===== config.mk =====
export PLATFORM = sky130hd
export DESIGN_NAME = mfc_top
export DESIGN_NICKNAME = d
export VERILOG_FILES = /design/src/logic/mfc_pkg.sv /design/src/logic/mfc_top.sv
export VERILOG_INCLUDE_DIRS = /design/src /design/src/logic
export SDC_FILE = /design/constraint.sdc
export NUM_CORES = 1
export LEC_CHECK = 0
export ABC_AREA = 1
export BUFFER_PORTS_ARGS = -buffer_cell sky130_fd_sc_hd__buf_2
export CAP_MARGIN = 0
export CORE_MARGIN = 2
export CORE_UTILIZATION = 50
export DETAILED_ROUTE_END_ITERATION = 8
export GPL_TIMING_DRIVEN = 0
export PLACE_DENSITY = 0.82
export SLEW_MARGIN = 10
export SYNTH_ARGS = -nofsm -noshare
export SYNTH_HDL_FRONTEND = slang
export SYNTH_SLANG_ARGS = --single-unit
export TNS_END_PERCENT = 10

===== constraint.sdc =====
create_clock -name hclk -period 3.1 [get_ports hclk]
set_clock_uncertainty 0.2 [all_clocks]
set_input_delay 0.155 -clock hclk [delete_from_list [all_inputs] [get_ports hclk]]
set_output_delay 0.155 -clock hclk [all_outputs]
set_load 0.01 [all_outputs]

===== src/logic/mfc_consts.svh =====
// Constants for the flow-control and link-fault block
`ifndef MFC_CONSTS_SVH
`define MFC_CONSTS_SVH
// ====
// Register byte offsets
`define MFC_OFF_CTRL 8'h00
`define MFC_OFF_SW_PFC 8'h04
`define MFC_OFF_PAUSE_EN 8'h08
`define MFC_OFF_HOLDOFF 8'h0C
`define MFC_OFF_DADDR_LO 8'h10
`define MFC_OFF_DADDR_HI 8'h14
`define MFC_OFF_LF_CFG 8'h18
`define MFC_OFF_STATUS 8'h1C
// ====
// Control register bits
`define MFC_CTRL_SW_PAUSE 0
`define MFC_CTRL_HOLDOFF_EN 1
`define MFC_CTRL_FWD_EN 2
`define MFC_CTRL_AUTO_STOP 3
// ====
// Reset values
`define MFC_RST_PAUSE_EN 8'hFF
`define MFC_RST_HOLDOFF 16'hFFFF
`define MFC_RST_LF_CFG 2'b00
// ====
// Frame matching
`define MFC_ETYPE_CTL 16'h8808
`define MFC_OPC_PAUSE 16'h0001
`define MFC_OPC_PFC 16'h0101
`define MFC_PAUSE_CLASS 0
// ====
// Link fault
`define MFC_SEQ_LOCAL 2'b01
`define MFC_SEQ_REMOTE 2'b10
`define MFC_LF_EN_BIT 0
`define MFC_LF_IPG_MODE 2'b11
`define MFC_SEQ_NEEDED 3'd4
`define MFC_COL_WINDOW 8'd128
`define MFC_DATA_COLS 8'd127
// ====
// Timing
`define MFC_QUANTA_BITS 512
`define MFC_BITS_PER_CYCLE 64
`define MFC_QUANTA_CYCLES (`MFC_QUANTA_BITS / `MFC_BITS_PER_CYCLE)
`endif


===== src/logic/mfc_pkg.sv =====
// Types shared by the flow-control and link-fault block
package mfc_pkg;
    typedef enum logic [1:0] {
        MFC_LF_OK,
        MFC_LF_LOCAL,
        MFC_LF_REMOTE
    } mfc_lf_state_t;
    typedef struct packed {
        logic is_pfc;
        logic pause_xoff;
        logic [7:0] cls_xoff;
        logic [7:0] cls_xon;
    } mfc_txreq_t;
    typedef struct packed {
        logic [47:0] dest;
        logic [15:0] ltype;
        logic [15:0] opcode;
        logic [15:0] quanta;
        logic [7:0] cls_en;
        logic [7:0] cls_xoff;
    } mfc_rxhdr_t;
    typedef struct packed {
        logic valid;
        logic is_seq;
        logic [1:0] fault;
        logic is_data;
    } mfc_col_t;
    typedef struct packed {
        logic send_rf;
        logic send_idle;
        logic ipg_only;
    } mfc_lftx_t;
endpackage


===== src/logic/mfc_top.sv =====
// Flow-control generation/filtering and link-fault logic of a MAC
// Function
// - Flow control present unless configured off
// - Client pause request sends one XOFF
// - Eight-bit class request sends PFC XOFF
// - Software request registers request XOFF frames
// - Hold-off timer repeats XOFF while requested
// - No extra XOFF while request held with hold-off disabled
// - Pause request release sends XON
// - Class release sends XON, combined
// - Clearing software pause sends XON
// - First XOFF only if class enabled
// - Received PAUSE may halt transmit
// - Matched pause request sets class indication
// - Match address, type and opcode
// - Forwarding on passes control frames
// - Forwarding off drops control frames
// - Act only on good length, FCS
// - Fault signaling off by default
// - Mode 11 sends sequences in gaps
// - Fault status set, cleared after data
// - Four same sequences set fault state
// - 128 quiet columns return OK
`include "mfc_consts.svh"
module mfc_top #(
    parameter bit FC_ENABLE = 1'b1,
    parameter int QUANTA_CYCLES = `MFC_QUANTA_CYCLES
) (
    input wire logic hclk,
    input wire logic hresetn,
    input wire logic hsel,
    input wire logic [31:0] haddr,
    input wire logic [1:0] htrans,
    input wire logic hwrite,
    input wire logic [2:0] hsize,
    input wire logic [31:0] hwdata,
    input wire logic hready,
    output logic hreadyout,
    output logic [31:0] hrdata,
    output logic hresp,
    input wire logic tx_pause_req,
    input wire logic [7:0] tx_pfc_req,
    input wire logic tx_frame_busy,
    input wire logic fc_frame_ack,
    output logic fc_frame_valid,
    output mfc_pkg::mfc_txreq_t fc_frame,
    input wire logic rx_hdr_valid,
    input wire mfc_pkg::mfc_rxhdr_t rx_hdr,
    input wire logic rx_end,
    input wire logic rx_len_ok,
    input wire logic rx_fcs_ok,
    output logic rx_ctl_drop,
    output logic [7:0] rx_pause_ind,
    output logic tx_halt,
    input wire mfc_pkg::mfc_col_t rx_col,
    output mfc_pkg::mfc_lftx_t lf_tx
);
    // ====
    // Registers and state
    logic [3:0] ctrl_reg;
    logic [7:0] sw_pfc_reg;
    logic [7:0] pause_en_reg;
    logic [15:0] holdoff_reg;
    logic [47:0] daddr_reg;
    logic [1:0] lf_cfg_reg;
    logic wr_pend_reg;
    logic [7:0] wr_addr_reg;
    logic pause_lvl_reg;
    logic [7:0] pfc_lvl_reg;
    logic p_xoff_reg;
    logic p_xon_reg;
    logic [7:0] c_xoff_reg;
    logic [7:0] c_xon_reg;
    logic [15:0] p_hold_reg;
    logic [15:0] c_hold_reg;
    logic [15:0] qdiv_reg;
    logic ctl_match_reg;
    logic ctl_pfc_reg;
    mfc_pkg::mfc_rxhdr_t hdr_reg;
    logic [15:0] rx_timer_reg;
    mfc_pkg::mfc_lf_state_t lf_state_reg;
    logic [1:0] seq_type_reg;
    logic [2:0] seq_cnt_reg;
    logic [7:0] col_cnt_reg;
    logic [7:0] data_cnt_reg;
    logic lf_stat_reg;
    logic rf_stat_reg;
    // ====
    // Combinational terms
    logic quanta_tick;
    logic addr_phase;
    logic pause_lvl;
    logic [7:0] pfc_lvl;
    logic issue;
    logic p_xoff_set;
    logic [7:0] c_xoff_set;
    logic rx_act;
    logic seq_lf;
    logic fc_on;
    logic issue_pfc;
    logic hdr_match;

    function automatic logic [31:0] rd_word(input logic [7:0] a);
        logic [31:0] w;
        w = 32'h0000_0000;
        unique case (a)
            `MFC_OFF_CTRL: w[3:0] = ctrl_reg;
            `MFC_OFF_SW_PFC: w[7:0] = sw_pfc_reg;
            `MFC_OFF_PAUSE_EN: w[7:0] = pause_en_reg;
            `MFC_OFF_HOLDOFF: w[15:0] = holdoff_reg;
            `MFC_OFF_DADDR_LO: w = daddr_reg[31:0];
            `MFC_OFF_DADDR_HI: w[15:0] = daddr_reg[47:32];
            `MFC_OFF_LF_CFG: w[1:0] = lf_cfg_reg;
            `MFC_OFF_STATUS: w[15:0] = {rx_pause_ind, tx_halt, rf_stat_reg,
                lf_stat_reg, lf_state_reg, 3'b000};
            default: w = 32'h0000_0000;
        endcase
        return w;
    endfunction

    assign fc_on = FC_ENABLE;
    assign addr_phase = hsel && hready && htrans[1];
    assign quanta_tick = (qdiv_reg == 16'(QUANTA_CYCLES - 1));
    assign pause_lvl = fc_on && (tx_pause_req || ctrl_reg[`MFC_CTRL_SW_PAUSE]);
    assign pfc_lvl = fc_on ? (tx_pfc_req | sw_pfc_reg) : 8'h00;
    assign issue = !fc_frame_valid && !tx_frame_busy &&
        (p_xoff_reg || p_xon_reg || (|c_xoff_reg) || (|c_xon_reg));
    assign issue_pfc = issue && !p_xoff_reg && !p_xon_reg;
    // ====
    // AHB-Lite slave
    // MAC clock, async reset
    always_ff @(posedge hclk or negedge hresetn) begin
        if (!hresetn) begin
            hreadyout <= 1'b0;
            hresp <= 1'b0;
            hrdata <= 32'h0000_0000;
            wr_pend_reg <= 1'b0;
            wr_addr_reg <= 8'h00;
        end else begin
            // Zero wait states
            hreadyout <= 1'b1;
            hresp <= 1'b0;
            wr_pend_reg <= addr_phase && hwrite;
            if (addr_phase) begin
                wr_addr_reg <= haddr[7:0];
                hrdata <= hwrite ? 32'h0000_0000 : rd_word(haddr[7:0]);
            end
        end
    end

    always_ff @(posedge hclk or negedge hresetn) begin
        if (!hresetn) begin
            ctrl_reg <= 4'h0;
            sw_pfc_reg <= 8'h00;
            pause_en_reg <= `MFC_RST_PAUSE_EN;
            holdoff_reg <= `MFC_RST_HOLDOFF;
            daddr_reg <= 48'h0000_0000_0000;
            lf_cfg_reg <= `MFC_RST_LF_CFG;
        end else if (wr_pend_reg) begin
            unique case (wr_addr_reg)
                `MFC_OFF_CTRL: ctrl_reg <= hwdata[3:0];
                `MFC_OFF_SW_PFC: sw_pfc_reg <= hwdata[7:0];
                `MFC_OFF_PAUSE_EN: pause_en_reg <= hwdata[7:0];
                `MFC_OFF_HOLDOFF: holdoff_reg <= hwdata[15:0];
                `MFC_OFF_DADDR_LO: daddr_reg[31:0] <= hwdata;
                `MFC_OFF_DADDR_HI: daddr_reg[47:32] <= hwdata[15:0];
                `MFC_OFF_LF_CFG: lf_cfg_reg <= hwdata[1:0];
                default: ;
            endcase
        end
    end
    // ====
    // Quanta divider
    always_ff @(posedge hclk or negedge hresetn) begin
        if (!hresetn) begin
            qdiv_reg <= 16'h0000;
        end else begin
            qdiv_reg <= quanta_tick ? 16'h0000 : qdiv_reg + 16'h0001;
        end
    end
    // ====
    // Transmit request tracking
    always_comb begin
        p_xoff_set = pause_lvl && !pause_lvl_reg && pause_en_reg[`MFC_PAUSE_CLASS];
        c_xoff_set = pfc_lvl & ~pfc_lvl_reg & pause_en_reg;
        if (ctrl_reg[`MFC_CTRL_HOLDOFF_EN] && pause_lvl && pause_lvl_reg &&
            quanta_tick && p_hold_reg == 16'h0001) begin
            p_xoff_set = 1'b1;
        end
        if (ctrl_reg[`MFC_CTRL_HOLDOFF_EN] && quanta_tick && c_hold_reg == 16'h0001) begin
            c_xoff_set = c_xoff_set | (pfc_lvl & pfc_lvl_reg & pause_en_reg);
        end
    end

    always_ff @(posedge hclk or negedge hresetn) begin
        if (!hresetn) begin
            pause_lvl_reg <= 1'b0;
            pfc_lvl_reg <= 8'h00;
            p_xoff_reg <= 1'b0;
            p_xon_reg <= 1'b0;
            c_xoff_reg <= 8'h00;
            c_xon_reg <= 8'h00;
        end else begin
            pause_lvl_reg <= pause_lvl;
            pfc_lvl_reg <= pfc_lvl;
            // New requests win over the issue clear
            if (issue) begin
                p_xoff_reg <= p_xoff_set;
                p_xon_reg <= 1'b0;
            end else begin
                p_xoff_reg <= p_xoff_reg || p_xoff_set;
            end
            c_xoff_reg <= (issue_pfc ? 8'h00 : c_xoff_reg) | c_xoff_set;
            if (issue_pfc) begin
                c_xon_reg <= 8'h00;
            end
            if (!pause_lvl && pause_lvl_reg) begin
                p_xon_reg <= 1'b1;
                p_xoff_reg <= 1'b0;
            end
            if (|(~pfc_lvl & pfc_lvl_reg)) begin
                c_xon_reg <= (issue_pfc ? 8'h00 : c_xon_reg) | (~pfc_lvl & pfc_lvl_reg);
                c_xoff_reg <= ((issue_pfc ? 8'h00 : c_xoff_reg) | c_xoff_set) & pfc_lvl;
            end
        end
    end
    // ====
    // Control frame issue to the transmitter
    always_ff @(posedge hclk or negedge hresetn) begin
        if (!hresetn) begin
            fc_frame_valid <= 1'b0;
            fc_frame <= '0;
        end else if (fc_frame_valid) begin
            if (fc_frame_ack) begin
                fc_frame_valid <= 1'b0;
            end
        end else if (issue) begin
            fc_frame_valid <= 1'b1;
            // PAUSE goes first; class work waits for the next slot
            if (p_xoff_reg || p_xon_reg) begin
                fc_frame.is_pfc <= 1'b0;
                fc_frame.pause_xoff <= p_xoff_reg;
                fc_frame.cls_xoff <= 8'h00;
                fc_frame.cls_xon <= 8'h00;
            end else begin
                fc_frame.is_pfc <= 1'b1;
                fc_frame.pause_xoff <= 1'b0;
                fc_frame.cls_xoff <= c_xoff_reg;
                fc_frame.cls_xon <= c_xon_reg;
            end
        end
    end
    // ====
    // Hold-off timers, started when an XOFF leaves
    always_ff @(posedge hclk or negedge hresetn) begin
        if (!hresetn) begin
            p_hold_reg <= 16'h0000;
            c_hold_reg <= 16'h0000;
        end else begin
            if (fc_frame_valid && fc_frame_ack && !fc_frame.is_pfc && fc_frame.pause_xoff) begin
                p_hold_reg <= holdoff_reg;
            end else if (quanta_tick && p_hold_reg != 16'h0000) begin
                p_hold_reg <= p_hold_reg - 16'h0001;
            end
            if (fc_frame_valid && fc_frame_ack && fc_frame.is_pfc && (|fc_frame.cls_xoff)) begin
                c_hold_reg <= holdoff_reg;
            end else if (quanta_tick && c_hold_reg != 16'h0000) begin
                c_hold_reg <= c_hold_reg - 16'h0001;
            end
        end
    end
    // ====
    // Receive control frame filter
    // address, type and opcode
    assign hdr_match = fc_on && rx_hdr.dest == daddr_reg && rx_hdr.ltype == `MFC_ETYPE_CTL &&
        (rx_hdr.opcode == `MFC_OPC_PAUSE || rx_hdr.opcode == `MFC_OPC_PFC);
    always_ff @(posedge hclk or negedge hresetn) begin
        if (!hresetn) begin
            ctl_match_reg <= 1'b0;
            ctl_pfc_reg <= 1'b0;
            hdr_reg <= '0;
            rx_ctl_drop <= 1'b0;
        end else if (rx_hdr_valid) begin
            ctl_match_reg <= hdr_match;
            ctl_pfc_reg <= rx_hdr.opcode == `MFC_OPC_PFC;
            hdr_reg <= rx_hdr;
            rx_ctl_drop <= !ctrl_reg[`MFC_CTRL_FWD_EN] && hdr_match;
        end else if (rx_end) begin
            ctl_match_reg <= 1'b0;
        end
    end

    assign rx_act = rx_end && ctl_match_reg && rx_len_ok && rx_fcs_ok;
    // ====
    // Received pause action
    always_ff @(posedge hclk or negedge hresetn) begin
        if (!hresetn) begin
            rx_pause_ind <= 8'h00;
            rx_timer_reg <= 16'h0000;
            tx_halt <= 1'b0;
        end else begin
            if (rx_act && !ctl_pfc_reg) begin
                rx_timer_reg <= hdr_reg.quanta;
            end else if (quanta_tick && rx_timer_reg != 16'h0000) begin
                rx_timer_reg <= rx_timer_reg - 16'h0001;
            end
            if (rx_act && ctl_pfc_reg) begin
                rx_pause_ind <= (rx_pause_ind & ~hdr_reg.cls_en) |
                    (hdr_reg.cls_en & hdr_reg.cls_xoff);
            end else if (rx_act) begin
                rx_pause_ind <= (hdr_reg.quanta != 16'h0000) ? 8'hFF : 8'h00;
            end else if (!ctl_pfc_reg && rx_timer_reg == 16'h0000 && tx_halt) begin
                rx_pause_ind <= 8'h00;
            end
            tx_halt <= ctrl_reg[`MFC_CTRL_AUTO_STOP] && rx_timer_reg != 16'h0000;
        end
    end
    // ====
    // Link fault detection
    assign seq_lf = rx_col.valid && rx_col.is_seq &&
        (rx_col.fault == `MFC_SEQ_LOCAL || rx_col.fault == `MFC_SEQ_REMOTE);

    always_ff @(posedge hclk or negedge hresetn) begin
        if (!hresetn) begin
            lf_state_reg <= mfc_pkg::MFC_LF_OK;
            seq_type_reg <= 2'b00;
            seq_cnt_reg <= 3'd0;
            col_cnt_reg <= 8'd0;
        end else if (seq_lf) begin
            col_cnt_reg <= 8'd0;
            seq_type_reg <= rx_col.fault;
            if (rx_col.fault != seq_type_reg || seq_cnt_reg == 3'd0) begin
                seq_cnt_reg <= 3'd1;
            end else if (seq_cnt_reg + 3'd1 >= `MFC_SEQ_NEEDED) begin
                seq_cnt_reg <= `MFC_SEQ_NEEDED;
                lf_state_reg <= (rx_col.fault == `MFC_SEQ_LOCAL) ?
                    mfc_pkg::MFC_LF_LOCAL : mfc_pkg::MFC_LF_REMOTE;
            end else begin
                seq_cnt_reg <= seq_cnt_reg + 3'd1;
            end
        end else if (rx_col.valid) begin
            if (col_cnt_reg == `MFC_COL_WINDOW - 8'd1) begin
                col_cnt_reg <= 8'd0;
                seq_cnt_reg <= 3'd0;
                lf_state_reg <= mfc_pkg::MFC_LF_OK;
            end else begin
                col_cnt_reg <= col_cnt_reg + 8'd1;
            end
        end
    end

    always_ff @(posedge hclk or negedge hresetn) begin
        if (!hresetn) begin
            lf_stat_reg <= 1'b0;
            rf_stat_reg <= 1'b0;
            data_cnt_reg <= 8'd0;
        end else if (seq_lf) begin
            data_cnt_reg <= 8'd0;
            lf_stat_reg <= lf_stat_reg || rx_col.fault == `MFC_SEQ_LOCAL;
            rf_stat_reg <= rf_stat_reg || rx_col.fault == `MFC_SEQ_REMOTE;
        end else if (rx_col.valid && rx_col.is_data) begin
            if (data_cnt_reg == `MFC_DATA_COLS) begin
                lf_stat_reg <= 1'b0;
                rf_stat_reg <= 1'b0;
            end else begin
                data_cnt_reg <= data_cnt_reg + 8'd1;
            end
        end
    end
    // ====
    // Link fault transmit control
    always_ff @(posedge hclk or negedge hresetn) begin
        if (!hresetn) begin
            lf_tx <= '0;
        end else begin
            // local gives RF, remote gives idle
            lf_tx.send_rf <= lf_cfg_reg[`MFC_LF_EN_BIT] &&
                lf_state_reg == mfc_pkg::MFC_LF_LOCAL;
            lf_tx.send_idle <= lf_cfg_reg[`MFC_LF_EN_BIT] &&
                lf_state_reg == mfc_pkg::MFC_LF_REMOTE;
            lf_tx.ipg_only <= lf_cfg_reg == `MFC_LF_IPG_MODE;
        end
    end
endmodule


## Word level (Yosys, flattened, before mapping)

Index checks and enable logic that the tools add are counted.

| cells by class | value |
|---|---|
| eq/ne operators | 31 |
| reductions and logical operators | 93 |
| $lt $le $gt $ge | 1 |
| bitwise logic cells | 17 |
| add/sub/neg operators | 7 |
| multiplexer cells | 54 |

Operators by type and width:

| cell | count |
|---|---|
| 16-bit 2-to-1 mux | 8 |
| 8-bit 2-to-1 mux | 15 |
| 8-bit AND | 8 |
| 16-bit nonzero test | 4 |
| 8-bit by 5-bit == test with 1-bit output, second input constant | 7 |
| 16-bit by 1-bit == test with 1-bit output, second input constant | 3 |
| 48-bit == test | 1 |
| 16-bit by 1-bit subtractor with 16-bit output, second input constant | 3 |
| 1-bit logical AND | 40 |
| 8-bit bitwise OR | 5 |
| 8-bit by 4-bit == test with 1-bit output, second input constant | 4 |
| 32-bit 2-to-1 mux | 1 |
| 8-bit one-hot mux with 4 select lines | 1 |
| 8-bit OR reduction | 4 |
| 2-bit one-hot mux with 7 select lines | 2 |
| 8-bit inverter | 3 |
| 4-bit one-hot mux with 6 select lines | 1 |
| 2-bit AND reduction | 11 |
| 18-bit 2-to-1 mux | 1 |
| 2-bit nonzero test | 9 |
| 16-bit by 1-bit adder with 16-bit output, second input constant | 1 |
| 8-bit by 1-bit adder with 8-bit output, second input constant | 2 |
| 16-bit == test, second input constant | 1 |
| 16-bit by 3-bit == test with 1-bit output, second input constant | 1 |
| other kinds (21) | 67 |

| storage, ports and cells | value |
|---|---|
| input bits | 206 |
| register bits | 310 |
| output and inout port bits | 66 |
| logic and storage cells | 247 |

## Longest topological paths before layout

| depth | value |
|---|---|
| depth after elaboration | 10 |
| depth in mapped cells | 11 |
| depth with buffers taken out | 11 |

## Worst setup path after synthesis

No wires, ideal clock.

| timing path | value |
|---|---|
| path type | register to register |
| start point | register qdiv_reg[0] |
| end point | register rx_timer_reg[12] |
| buffers on the path | 1 |
| period minus slack after synthesis | 1777 ps |
| data arrival time | 1456 ps |
| stages on the path, launching flop included | 12 |
| path slack | 1323 ps |
| data required time | 2779 ps |
| cells stage by stage | dfrtp_1 > ha_1 > nand2_2 > nor3_4 > nand2_2 > nor2_8 > nand2_4 > nand2_4 > inv_4 > buf_6 > nand2_2 > nand3_2 |

| between the ends | value |
|---|---|
| cells in the longest elaborated chain, start to end | 3 |

Ends and longest elaborated chain:

| what | RTL line | RTL |
|---|---|---|
| from (decl) | mfc_top.sv:76 | `logic [15:0] qdiv_reg;` |
| from (signal assigned) | mfc_top.sv:178 | `qdiv_reg <= quanta_tick ? 16'h0000 : qdiv_reg + 16'h0001;` |
| 16-bit by 3-bit == test with 1-bit output | mfc_top.sv:123 | `assign quanta_tick = (qdiv_reg == 16'(QUANTA_CYCLES - 1));` |
| 1-bit logical AND | mfc_top.sv:304 | `end else if (quanta_tick && rx_timer_reg != 16'h0000) begin` |
| 2-bit nonzero test (no source line) | - |  |
| to (signal assigned) | mfc_top.sv:303 | `rx_timer_reg <= hdr_reg.quanta;` |
| to (signal assigned) | mfc_top.sv:305 | `rx_timer_reg <= rx_timer_reg - 16'h0001;` |
| to (decl) | mfc_top.sv:80 | `logic [15:0] rx_timer_reg;` |

Every way passes these cells.
A chain may end at the register's enable or synchronous reset.

## Worst setup path in the final report

| timing path | value |
|---|---|
| start point | register qdiv_reg[0] |
| end point | register c_xoff_reg[1] |

| between the ends | value |
|---|---|
| cells in the longest elaborated chain, start to end | 7 |

Ends and longest elaborated chain:

| what | RTL line | RTL |
|---|---|---|
| 16-bit by 3-bit == test with 1-bit output (*) | mfc_top.sv:123 |  |
| 1-bit logical AND (*) (2 in a row) | mfc_top.sv:190 | `` if (ctrl_reg[`MFC_CTRL_HOLDOFF_EN] && quanta_tick && c_hold_reg == 16'h0001) begin `` |
| 8-bit 2-to-1 mux (*) | mfc_top.sv:190 |  |
| 8-bit bitwise OR (*) | mfc_top.sv:213, mfc_top.sv:223 |  |
| 8-bit AND | mfc_top.sv:223 | `c_xoff_reg <= ((issue_pfc ? 8'h00 : c_xoff_reg) \| c_xoff_set) & pfc_lvl;` |
| 8-bit 2-to-1 mux (*) | mfc_top.sv:221 | `if (\|(~pfc_lvl & pfc_lvl_reg)) begin` |
| to (signal assigned) | mfc_top.sv:213 | `c_xoff_reg <= (issue_pfc ? 8'h00 : c_xoff_reg) \| c_xoff_set;` |
| to (signal assigned) | mfc_top.sv:223 |  |
| to (decl) | mfc_top.sv:72 | `logic [7:0] c_xoff_reg;` |

Every way passes the cells marked *; elsewhere a longest branch is shown, timed or not.

==> results.toml <==
[global_route]
antenna_found_initial = 16
grt_overflow = 0
grt_pass1_wl_um = 79510
track_usage = 0.2978
grt_pass1_vias = 15520
grt_max_degree = 107

[min_path]
hold_path_depth = 4
hp-class = "in -> reg"
hold-path-endpoint = "hdr_reg[1]"
worstHoldStart = "rx_hdr_valid"

[cts]
cts_buffers = 35
clock-root-buffer = "clkbuf_16"
clock_latency_ps = 530
htreeDepth = 2
postCtsResizedCells = 0
cts_sinks = 310
path_clk_slew_ps = 60
cts.path.max_buffers = 3
cts_tree = "yes"
post_cts_buffers = 0
ctsHoldBuffers = 98

[critical_path]
startpoint_type = "flip-flop"
reg2reg_slack_ps = 910
rr_endpoint = "c_xoff_reg[1]"
critPathMaxFanout = 8
r2r_cells = 7
worst_ep_required_time_ps = 3360
path_buf_inv = 0
critPathArrivalTime_ps = 2450
startpoint = "qdiv_reg[0]"
worstSetupPathType = "reg -> reg"
rr_startpoint = "qdiv_reg[0]"
end_kind = "flip-flop"
cp_cell_sequence = "ha_1 -> nand3_1 -> nor3_1 -> nand3_1 -> nor2_2 -> a21oi_1 -> nand2_1"
cp_common_cell = "nand3_1"
path_delay_family = "simple AND/OR/NAND/NOR gates"
cpPeakStageDelay_ps = 500
slowest_stage = "nor3_1"

[place]
hpwlAfterDp_um = 36540
gp_congestion = 0.9689
placement.io_buffers = 240

[layout]
fin_nets = 2782
regArea_um2 = 7787
area_growth_pct = 24.10
fillers = 2793
multiInputGateArea_um2 = 7149
drive_gt1_frac = 0.1740
postLayoutCoreUtil = 0.6275
largest_register_ff_count = 48

[synth]
syn_area_um2 = 16410
synth.avg_cell_area_um2 = 7.514
synth.distinct_cells = 52
synthCells = 2184
ys_ff_latch = 310
synthArstFlopShare = 1.000
ys_seq_area_frac = 0.4745
synth_edf_count = 0
synthFlopType = "dfrtp_1"
synth_fp_nets = 2405
ys_warn_count = 0

[routing]
drt_iter0_drc = 1089
drt_pass1_iterations = 6
avgRoutedWirePerCell_um = 16.50
routed_via_density = 5.233
ant_nets = 0
drc = 0
wirelength_um = 50170
vias = 15910

[sta]
rsz0062_at_grt = "no"
slew-limit-headroom = 0.4392
tns_ps = 0
max_freq_mhz = 456.7
final-hold-violation-count = 0
min_period_ps = 2190
tightest_slew_ps = 841.1
slew_violations = 0
fin_crit_sh = 0.7064
setup_violations = 0

[job]
drv_cap = 0

[floorplan]
die_w_um = 185.2
start_util = 0.5057
core_area_um2 = 32450
die_h_um = 185.2
ios = 272
die_area_um2 = 34290
rows = 66

[pwr]
p_per_area_nw_per_um2 = 619.7
p_leak_nw = 11.11
vdd_ir_drop_max_mv = 0.5219

[run_status]
outcome = "finished clean"
## cell families (layout without fill, tap and decap cells)
kind of cell,after synthesis,after routing,share of synthesized area
AOI/OAI and AO/OA,288,288,0.09782
xor gates and xnor gates,40,40,0.02135
adders and majority gates,15,15,0.01144
buffers and inverters,364,766,0.08981
DFF,310,310,0.4745
muxes,2,2,0.001372
other,2,14,0.0004576
and+or+nand+nor,1163,1163,0.3032
## layout by cell type, fill, tap and decap left out, drive strengths merged, types with 3 or more instances in the layout
cell         instances
nand2              708
inv                310
dfrtp              286
buf                275
nor2               245
o21ai              229
nand3              136
dlygate4sd3         98
clkbuf              70
nor3                37
xor2                32
a21oi               28
nand4               27
dfstp               24
a32o                16
ha                  15
diode               12
clkinv               9
xnor2                8
o22ai                5
or2                  5
a31oi                3
nand3b               3
## cell type report
type	instances	area share
inverter	309	0.05707
timing repair buffer	340	0.1103
buffer	55	0.01530
tap	442	0.02715
antenna	12	0.001474
clock inverter	14	0.006881
clock buffer	48	0.04835
sequential	310	0.3824
multi-input combinational	1510	0.3510
## routing by layer
layer / vias up / track usage / part of all wire
met1: 7421 / 0.3823 / 0.41
met5: - / 0 / 0.00096
met2: 700 / 0.4864 / 0.46
li1: 7636 / - / -
met3: 143 / 0.05977 / 0.081
met4: 8 / 0.1381 / 0.046
## tightest hold or removal path, stage by stage
cell and delay [ps]:
clkbuf_1 210, clkinv_1 210, nand2_1 80, nand2_1 50
## through the flow
stage	cells	area, um2	hold WS [ps]	power (mW)	setup slack [ps]
after global placement	2866	18160	154.4	8.273	-4094
after CTS	3028	20340	0.1195	12.62	876.2
after global routing	3038	20360	43.43	13.31	773.7
after floorplan	2184	16410	-340.6	7.356	1323
final	3040	20370	17.97	12.62	910.2
after detailed placement	2868	18230	77.32	8.389	903.0
## Yosys cell counts (16+ instances only)
cell type    n  area (um2)
o21ai_1     42       210.2
dfrtp_1    286        7157
a32o_1      16       160.2
o21ai_0    177       885.9
nand3_1    127       635.6
nor2_1     223       837.1
inv_1      292        1096
xor2_1      32       280.3
dfstp_2     24       630.6
clkbuf_1    22       82.58
buf_2       20       100.1
nand2_2     16       100.1
nand2_1    686        2575
nand4_1     26       162.7
nor3_1      30       150.1
a21oi_1     25       125.1
## report_power, final
part	switching [mW]	internal [mW]
registers	0.593	4.76
clock network	1.73	2.40
logic	1.93	1.21
total	4.25	8.37
## worst max path at each step
stage	to	slack, ps	depth (start not counted)
global placement	qdiv_reg[4]	-4090	1
global route	c_xoff_reg[0]	770	7
CTS	c_xoff_reg[0]	880	7
finish	c_xoff_reg[1]	910	7
detailed placement	c_xoff_reg[0]	900	7
floorplan	rx_timer_reg[12]	1320	11
Note: power is estimated with default switching activity, not from simulation.
